## src/design/lps_pkg.sv

```systemverilog
// Purpose: Shared constants for the linear pixel scan sequencer and its controller
// Assumes: 20 MHz system clock, one clock domain
// Notes:   Times are kept in their own unit; settle time and link rates are turned into cycles here, exposure limits are not
package lps_pkg;

  // ----------------------------------------------------------------
  // Array geometry
  // ----------------------------------------------------------------
  localparam int unsigned NUM_POSITIONS  = 132;
  localparam int unsigned NUM_LEAD_DUMMY = 2;
  localparam int unsigned NUM_REAL       = 128;
  localparam int unsigned NUM_TAIL_DUMMY = 2;
  localparam int unsigned NUM_SCAN_CLKS  = 133;
  localparam int unsigned RESET_CLKS     = 18;
  localparam int unsigned POS_W          = 8;

  // ----------------------------------------------------------------
  // Timing
  // ----------------------------------------------------------------
  localparam int unsigned SYS_CLK_HZ     = 20_000_000;
  localparam int unsigned SYS_PERIOD_NS  = 50;
  localparam int unsigned SETTLE_NS      = 10_000;
  localparam int unsigned SETTLE_CYCLES  = (SETTLE_NS + SYS_PERIOD_NS - 1) / SYS_PERIOD_NS;
  localparam int unsigned LINK_MIN_HZ    = 64_000;
  localparam int unsigned LINK_MAX_HZ    = 800_000;
  // Half period of the link clock in system cycles, 400 kHz default
  localparam int unsigned LINK_HALF_DEF  = 25;
  localparam int unsigned LINK_HALF_MIN  = (SYS_CLK_HZ / LINK_MAX_HZ + 1) / 2;
  localparam int unsigned LINK_HALF_MAX  = SYS_CLK_HZ / LINK_MIN_HZ / 2;
  localparam int unsigned EXPO_MIN_US_X8 = 1;    // 0.125 ms in 1/8 ms units
  localparam int unsigned EXPO_MAX_MS    = 100;
  localparam int unsigned EXPO_HOT_MS    = 2;
  localparam int unsigned EXPO_DEF_CYC   = 10_000;
  localparam int unsigned EXPO_W         = 24;
  localparam int unsigned DIV_W          = 16;
  localparam int unsigned SAMPLE_W       = 8;

endpackage

```

## src/design/lps_link_if.sv

```systemverilog
// Purpose: Pins between the pixel array and its controller
// Assumes: Both ends on one system clock; link clock is a sampled pin
// Notes:   Output enable active low
`timescale 1ns/10ps
interface lps_link_if;
  import lps_pkg::*;
  logic                startIn;
  logic                linkClk;
  logic [SAMPLE_W-1:0] pixelOut;
  logic                pixelOe_n;

  modport device (
    input  startIn,
    input  linkClk,
    output pixelOut,
    output pixelOe_n
  );
  modport controller (
    output startIn,
    output linkClk,
    input  pixelOut,
    input  pixelOe_n
  );
endinterface

```

## src/design/lps_sync2.sv

```systemverilog
// Purpose: Two-stage synchroniser for pins entering the system clock
// Assumes: Pin is asynchronous to clk
// Notes:   First stage feeds the second only
`timescale 1ns/10ps
module lps_sync2 (
  input  wire logic clk,
  input  wire logic rst_n,
  input  wire logic pinIn,
  output logic      pinSync
);
  logic stage1;

  always_ff @(posedge clk or negedge rst_n) begin
    if (!rst_n) begin
      stage1  <= 1'b0;
      pinSync <= 1'b0;
    end else begin
      stage1  <= pinIn;
      pinSync <= stage1;
    end
  end
endmodule

```

## src/design/lps_array_seq.sv

```systemverilog
// Purpose: Digital sequencing of a 132-position linear photodiode array
// Assumes: Link pins sampled by clk; rising link edge is the capture edge
// Notes:   Analog values are modelled as per-pixel digital samples
`timescale 1ns/10ps
module lps_array_seq
  import lps_pkg::*;
#(
  parameter int unsigned POSITIONS = NUM_POSITIONS
) (
  input  wire logic                       clk,
  input  wire logic                       rst_n,
  lps_link_if.device                      link,
  input  wire logic [POSITIONS*SAMPLE_W-1:0] lightLevel,
  output logic                            integReset,
  output logic                            holdFrozen,
  output logic                            scanActive
);
  import lps_pkg::*;

  // ----------------------------------------------------------------
  // Pin synchronisation and edge detection
  // ----------------------------------------------------------------
  logic startSync;
  logic clkSync;
  logic clkLast;
  logic clkRise;

  lps_sync2 u_syncStart (
    .clk     (clk),
    .rst_n   (rst_n),
    .pinIn   (link.startIn),
    .pinSync (startSync)
  );
  lps_sync2 u_syncClk (
    .clk     (clk),
    .rst_n   (rst_n),
    .pinIn   (link.linkClk),
    .pinSync (clkSync)
  );

  always_ff @(posedge clk or negedge rst_n) begin
    if (!rst_n) begin
      clkLast <= 1'b0;
    end else begin
      clkLast <= clkSync;
    end
  end

  // Edge found on the synced copy, two sys clocks after the pin
  // Both pins see the same delay, so start and rise stay aligned
  assign clkRise = clkSync & ~clkLast;

  // ----------------------------------------------------------------
  // Shift register: bit k is output position k
  // ----------------------------------------------------------------
  logic [POSITIONS-1:0] shiftReg;
  logic                 lastBit;
  logic                 startCap;
  logic [POS_W-1:0]     resetCount;

  assign startCap = clkRise & startSync;

  // Rise after the last position reloads from position 0 only
  always_ff @(posedge clk or negedge rst_n) begin
    if (!rst_n) begin
      shiftReg <= '0;
    end else if (clkRise && lastBit) begin
      shiftReg <= {{(POSITIONS-1){1'b0}}, startSync};
    end else if (clkRise) begin
      shiftReg <= {shiftReg[POSITIONS-2:0], startSync};
    end
  end

  // Flags the 133rd rise, which presents no pixel
  always_ff @(posedge clk or negedge rst_n) begin
    if (!rst_n) begin
      lastBit <= 1'b0;
    end else if (clkRise) begin
      lastBit <= shiftReg[POSITIONS-1] & ~lastBit;
    end
  end

  // ----------------------------------------------------------------
  // Integrator reset and hold control
  // ----------------------------------------------------------------
  // Integrator reset spans the capture rise plus 18 more rises
  always_ff @(posedge clk or negedge rst_n) begin
    if (!rst_n) begin
      integReset <= 1'b0;
    end else if (startCap) begin
      integReset <= 1'b1;
    end else if (clkRise && resetCount == POS_W'(1)) begin
      integReset <= 1'b0;
    end
  end

  always_ff @(posedge clk or negedge rst_n) begin
    if (!rst_n) begin
      resetCount <= '0;
    end else if (startCap) begin
      resetCount <= POS_W'(RESET_CLKS);
    end else if (clkRise && resetCount != '0) begin
      resetCount <= resetCount - 1'b1;
    end
  end

  // Hold flag: frozen from start to end of integrator reset

  always_ff @(posedge clk or negedge rst_n) begin
    if (!rst_n) begin
      holdFrozen <= 1'b0;
    end else if (startCap) begin
      holdFrozen <= 1'b1;
    end else if (clkRise && integReset && resetCount == POS_W'(1)) begin
      holdFrozen <= 1'b0;
    end
  end

  // ----------------------------------------------------------------
  // Pixel cells: integrator and sampling capacitor per position
  // ----------------------------------------------------------------
  logic [SAMPLE_W-1:0] holdCap  [POSITIONS];
  logic [SAMPLE_W-1:0] integAcc [POSITIONS];
  logic                holdTrack;

  // Caps stay frozen until the scan has left the register,
  // so an unread position never picks up the next frame
  assign holdTrack = !holdFrozen && !startCap && (shiftReg == '0);

  for (genvar g = 0; g < POSITIONS; g++) begin : g_cell
    always_ff @(posedge clk or negedge rst_n) begin
      if (!rst_n) begin
        integAcc[g] <= '0;
      end else if (integReset) begin
        integAcc[g] <= '0;
      end else begin
        integAcc[g] <= lightLevel[g*SAMPLE_W +: SAMPLE_W];
      end
    end

    always_ff @(posedge clk or negedge rst_n) begin
      if (!rst_n) begin
        holdCap[g] <= '0;
      end else if (holdTrack) begin
        holdCap[g] <= integAcc[g];
      end
    end
  end

  // ----------------------------------------------------------------
  // Output drive
  // ----------------------------------------------------------------
  logic [SAMPLE_W-1:0] next_pixel;
  logic                anyPos;

  always_comb begin
    next_pixel = '0;
    for (int i = 0; i < POSITIONS; i++) begin
      if (shiftReg[i]) begin
        next_pixel = holdCap[i];
      end
    end
  end

  assign anyPos = |shiftReg;

  // Drive lags the shift by one sys clock; the controller
  // samples just before the next link rise, well after it settles
  always_ff @(posedge clk or negedge rst_n) begin
    if (!rst_n) begin
      link.pixelOut <= '0;
    end else begin
      link.pixelOut <= next_pixel;
    end
  end

  // Released once no position is left in the register
  always_ff @(posedge clk or negedge rst_n) begin
    if (!rst_n) begin
      link.pixelOe_n <= 1'b1;
      scanActive     <= 1'b0;
    end else begin
      link.pixelOe_n <= ~anyPos;
      scanActive     <= anyPos | lastBit;
    end
  end

endmodule

```

## src/flat_wrapper.sv

```systemverilog
// flat-port wrapper written by rule: the top's interface ports become plain ports
module lps_array_seq_flat import lps_pkg::*;
#(
  parameter int unsigned POSITIONS = NUM_POSITIONS
)
  (clk, rst_n, lightLevel, integReset, holdFrozen, scanActive, link_startIn, link_linkClk, link_pixelOut, link_pixelOe_n);
  lps_link_if link_i ();
  input  wire logic clk;
  input  wire logic rst_n;
  input  wire logic [POSITIONS*SAMPLE_W-1:0] lightLevel;
  output logic integReset;
  output logic holdFrozen;
  output logic scanActive;
  input wire logic [$bits(link_i.startIn)-1:0] link_startIn;
  input wire logic [$bits(link_i.linkClk)-1:0] link_linkClk;
  output wire logic [$bits(link_i.pixelOut)-1:0] link_pixelOut;
  output wire logic [$bits(link_i.pixelOe_n)-1:0] link_pixelOe_n;
  assign link_i.startIn = link_startIn;
  assign link_i.linkClk = link_linkClk;
  assign link_pixelOut = link_i.pixelOut;
  assign link_pixelOe_n = link_i.pixelOe_n;
  lps_array_seq #(.POSITIONS(POSITIONS)) u_core (.clk(clk), .rst_n(rst_n), .link(link_i), .lightLevel(lightLevel), .integReset(integReset), .holdFrozen(holdFrozen), .scanActive(scanActive));
endmodule
```

## config.mk

```make
export PLATFORM = sky130hd
export DESIGN_NAME = lps_array_seq_flat
export DESIGN_NICKNAME = d
export VERILOG_FILES = /design/src/design/lps_pkg.sv /design/src/design/lps_link_if.sv /design/src/design/lps_sync2.sv /design/src/design/lps_array_seq.sv /design/src/flat_wrapper.sv
export SDC_FILE = /design/constraint.sdc
export NUM_CORES = 2
export LEC_CHECK = 0
export ABC_AREA = 0
export CORE_UTILIZATION = 45
export DETAILED_ROUTE_END_ITERATION = 12
export DONT_BUFFER_PORTS = 1
export GPL_TIMING_DRIVEN = 1
export PLACE_DENSITY = 0.67
export SYNTH_ARGS = -nofsm -noshare
export SYNTH_HDL_FRONTEND = slang
export SYNTH_SLANG_ARGS = --single-unit
```

## constraint.sdc

```tcl
create_clock -name clk -period 6.8 [get_ports clk]
set_clock_uncertainty 0.1 [all_clocks]
set_input_delay 1.36 -clock clk [delete_from_list [all_inputs] [get_ports clk]]
set_output_delay 1.36 -clock clk [all_outputs]
set_load 0.02 [all_outputs]
```

* Yosys cells after proc, flatten, opt, wreduce, memory -nomap -nowiden
Index checks and enable logic that the tools add are counted.
** Word-level totals
- RAM bits :: 0
- Bits in read-only memories :: 0
- Bits in registers :: 2270
- Latch bits :: 0
- Word-level logic and storage cells :: 574
- Memories :: 0
** Operators by class
- $lt $le $gt $ge :: 0
- Eq/ne operators :: 1
- Divide/modulo/power cells :: 0
- Reductions and logical operators :: 16
- $mul :: 0
- Bitwise operators :: 7
- Multiplexer cells :: 272
- Shift-type cells :: 0
- $add $sub $neg :: 1
** Operators by type and width (number)
- $mux W8 :: 266
- $mux W132 :: 2
- $logic_not A132 Y1 :: 1
- $reduce_or A132 Y1 :: 1
- $eq A8 B1 Y1 const B :: 1
- $reduce_bool A2 Y1 :: 4
- $reduce_bool A8 Y1 :: 1
- $sub A8 B1 Y8 const B :: 1
- $logic_and A1 B1 Y1 :: 7
- $mux W1 :: 4
- $and A1 B1 Y1 :: 3
- $not A1 Y1 :: 3
- $logic_not A1 Y1 :: 2
- $or A1 B1 Y1 :: 1

* Logic depth before layout (Yosys ltp)
- Word-level depth :: 132
- Depth in mapped cells :: 13
- Depth with buffers taken out :: 8

* Hierarchy
From an unflattened synthesis, not the netlist that was laid out.
** Unflattened totals
- Cells, all modules :: 6448
- Area, all modules :: 91891.9 µm²
** By module, submodules not included
- lps_array_seq :: area an instance 91791.8 µm², times used 1, seq. area each 56705.6 µm², cells an instance 6444
- lps_sync2 :: area an instance 50.0 µm², times used 2, seq. area each 50.0 µm², cells an instance 2

* Worst setup path after synthesis
OpenSTA, ideal clock, no wires.
- Path type :: register to register
- From :: register u_core.shiftReg[46]
- To :: register u_core.holdCap[0] in the netlist's numbering
- Required time :: 6.575 ns
- Period minus slack after synthesis :: 3.466 ns
- Setup slack :: 3.334 ns
- Setup time :: 0.125 ns
- Stages on the path, launching flop included :: 13
- Arrival time :: 3.241 ns
- Cells stage by stage :: dfrtp_1 -> or2_1 -> buf_2 -> or4_1 -> nor4_1 -> nand3_1 -> or4_1 -> or3_1 -> clkbuf_1 -> buf_6 -> buf_8 -> buf_6 -> mux2_4
** Between the ends
- Longest elaborated chain between the ends :: 2
** RTL lines
- from (decl) :: line lps_array_seq.sv:56 : logic [POSITIONS-1:0] shiftReg;
- from (signal assigned) :: line lps_array_seq.sv:68 : shiftReg <= {{(POSITIONS-1){1'b0}}, startSync};
- from (signal assigned) :: line lps_array_seq.sv:70 : shiftReg <= {shiftReg[POSITIONS-2:0], startSync};
- $logic_not A132 Y1 :: line lps_array_seq.sv:128 : assign holdTrack = !holdFrozen && !startCap && (shiftReg == '0);
- $logic_and A1 B1 Y1 :: line lps_array_seq.sv:128
- to (signal, indexed assignment) :: line lps_array_seq.sv:145 : holdCap[g] <= integAcc[g];
- to (decl) :: line lps_array_seq.sv:122 : logic [SAMPLE_W-1:0] holdCap [POSITIONS];
Every way passes these cells.
A chain may end at the register's enable or synchronous reset.

==> impl_results.md <==
* Crit path max fanout at 234
* Via count at 53,784
* H-tree levels at 4
* Number of global-route vias before repair at 54,523
* Synth Cell Area at 92,000 µm²
* Worst-Skew Late Latency at 0.89 ns
* Drt pass-1 iters at 6
* Number of DRC markers in iteration 0 at 5,460
* Worst EP arrival at 6.20 ns
* Commonest cells after routing, fill and taps aside: dfrtp_1 (2,267), nor2b_1 (1,141), mux2_4 (840), nand2_1 (256), clkbuf_16 (224)
* Failing checks: capacitance limit
* Fin crit period at 5.52 ns
* Slew @ Worst Pin at 1.48 ns
* Power per cell area at 365 nW/µm²
* Post-synthesis sequential area ratio at 61.7%
* Max-Slew Margin vs Limit at 1.06%
* Port bufs at 0
* Fmax at 0.181 GHz
* Worst flop-to-flop path startpoint: u_core.shiftReg[79]$_DFFE_PN0P_
* Gate power share at 15.2%
* CTS Buf Count at 221
* Sw Ratio at 25.9%
* Leakage power total at 49.9 nW
* Status: finished with violations
* Multi-input logic area at 32,700 µm²
* Internal at 27.6 mW
* Ys async rst share at 100%
* Cell mode on critical path: buf_16
* Crit path max-delay cell type: buf_16
* CP peak stage delay at 0.82 ns
* Std cell rows at 165
* CTS clk-pin slew, worst paths at 0.07 ns
* Hold crit path type: in -> async
* Final core utilization at 50.4%
* First-pass GRT wire length at 399 mm
* Crit. End Element: async pin
* Total track usage at 27.3%
* CTS tree: yes
* Hold_ws at 0.100 ns
* Final #Nets at 7,580
* Dpl cells at 8,961
* Die Area at 206,000 µm²
* Register area at 56,800 µm²
* RSZ-0062 raised after global routing: no
* CP startpoint: rst_n
* CP Class: in -> async
* Clock power share at 35.0%
* Buf/Inv on CP at 6
* CTS root buffer: clkbuf_16
* Placeable Area at 203,000 µm²
* DRC Markers at 0
* Syn Area/Cell at 13.9 µm²
* Dpl hpwl at 214 mm
* Pre-CTS WS at 0.390 ns
* Routed len/inst at 30.2 µm
* Critical path required time at 7.48 ns
* Post-DRT Antenna Nets at 0
* Reg power frac at 49.8%
* Peak VDD IR at 0.276 mV
* CP delay by family, top: buffers and inverters
* Layout cells sized above 1 at 23.3%
* Num ports at 1,072
* CTS Buffer Depth at 3
* NetSw at 9.66 mW
* WL final at 286 mm
* Yosys warns at 0
* Finish-stage setup viols at 0
* Post-Synthesis Cells at 6,608
* Setup TNS at 0 ns
* Vias/cell at 5.68
* Final cell count without fillers at 9,472
* Fill cell count at 16,979
* Hold Fails Final Rpt at 0
* Commonest non-fill, non-tap cell in the layout: dfrtp_1
* CP Launch Type: input port
* Final worst setup slack at 1.28 ns
* Largest net degree at the start of global routing at 249
* Setup Fix Bufs, Post-CTS at 0
* Starting Density at 45.4%
* GP Congestion at 0.946
* Gr ovfl total at 0
* Slew Limit Fails at 0
* Primary FF master, synth: dfrtp_1
* Die Ht at 454 µm
* Die width at 454 µm
* #FFs+latches synth at 2,270
* Max cap viols at 1
* Initial antenna violation count at 145
* Syn nets at 7,670
* Tcrit/Tclk final at 81.2%
* Clock tree sinks at 2,270
* Crit-path cells: buf_16 -> buf_16 -> buf_16 -> buf_16 -> buf_16 -> buf_16
* EDFF count, synth at 0
* Layout area overhead at 11.1%
* Distinct cells, synth at 69
-- path summary, 6_finish.rpt --
kind	to	slack, ns	cells past startpoint
max	u_core.holdCap[107]$_DFFE_PN0P_	1.28	6
min	u_core.integAcc[731]$_DFF_PN0_	0.10	0
max reg2reg	u_core.holdCap[509]$_DFFE_PN0P_	1.54	8
min reg2reg	u_core.u_syncClk.pinSync$_DFF_PN0_	0.25	0
max in group clk	u_core.holdCap[509]$_DFFE_PN0P_	1.54	8
min in group clk	u_core.u_syncClk.pinSync$_DFF_PN0_	0.25	0
-- cell families after synthesis --
group / count (synthesis) / synth area share (%)
compound gates: 908 / 7.19
xor+xnor: 4 / 0.0381
fa+ha+maj: 2 / 0.0272
buf+inv: 491 / 2.84
flops: 2270 / 61.7
mux: 1056 / 16.3
simple gates: 1877 / 11.8
-- cell usage after synthesis (all sizes together), types with 10 or more instances --
cell type     n  area share (%)
dfrtp      2269              62
nor2b      1142             7.8
mux2       1056              16
clkbuf      257             1.0
nand2       256             1.0
o21ai       156            0.85
buf         128             1.4
nor2        116            0.47
a221oi      115             1.1
a21oi       110            0.60
inv         101            0.41
o221ai       86            0.82
nand3b       85            0.69
o22ai        79            0.54
o31ai        72            0.59
a221o        57            0.62
nand2b       51            0.35
or2          48            0.33
nor3         46            0.25
a22oi        39            0.32
o211ai       37            0.30
nand4        27            0.18
nand3        26            0.14
o2111ai      23            0.22
a2111oi      22            0.21
o221a        21            0.26
a31oi        19            0.13
nor4         17            0.12
a211o        16            0.15
nor3b        15            0.12
and3         12           0.082
or4          12           0.098
a211oi       10           0.082
o21a         10           0.082
or3          10           0.068
-- metal layers --
layer,up-vias,routed length (µm),GRT usage (%)
met5,-,112,0
met4,18,18200,17.2
met3,651,17300,4.85
met2,2311,138000,43.3
met1,27879,113000,34.7
li1,22925,-,-
-- power groups by stage --
| stage | registers [mW] | clock network [mW] | logic (mW) |
|---|---|---|---|
| 3_5_place_dp | 18.7 | 0 | 5.64 |
| 3_3_place_gp | 18.6 | 0 | 5.47 |
| 2_1_floorplan | 17.8 | 0 | 4.38 |
| 4_1_cts | 18.5 | 13.2 | 5.70 |
| 6_report | 18.6 | 13.1 | 5.65 |
| 5_1_grt | 18.8 | 13.8 | 6.04 |
-- through the flow --
stage / total power, mW / instance area, µm²
5_1_grt: 38.6 / 102000
2_1_floorplan: 22.2 / 92000
3_5_place_dp: 24.3 / 94000
4_1_cts: 37.4 / 102000
3_3_place_gp: 24.0 / 94000
6_report: 37.3 / 102000
-- state kept, by name (all words and copies together) (netlist names), 8 cells and up --
register              count
u_core.shiftReg         132
u_core.holdCap         1056
u_core.link.pixelOut      8
u_core.integAcc        1056
u_core.resetCount         8
-- area by class of cell --
cell class                      count  area share (%)
Tap cell                         2672            3.27
Inverter                          106           0.389
Clock inverter                    104            1.39
Timing Repair Buffer               72           0.869
Antenna cell                       88           0.215
Clock buffer                      313            6.31
Sequential cell                  2270            55.6
Multi-Input combinational cell   3847            32.0
-- repair_timing --
action / CTS / global route
hold buffers: 5 / 0
hold endpoints to repair: 42 / 0
gates resized for setup: 0 / 0
Note: power is estimated with default switching activity, not from simulation.
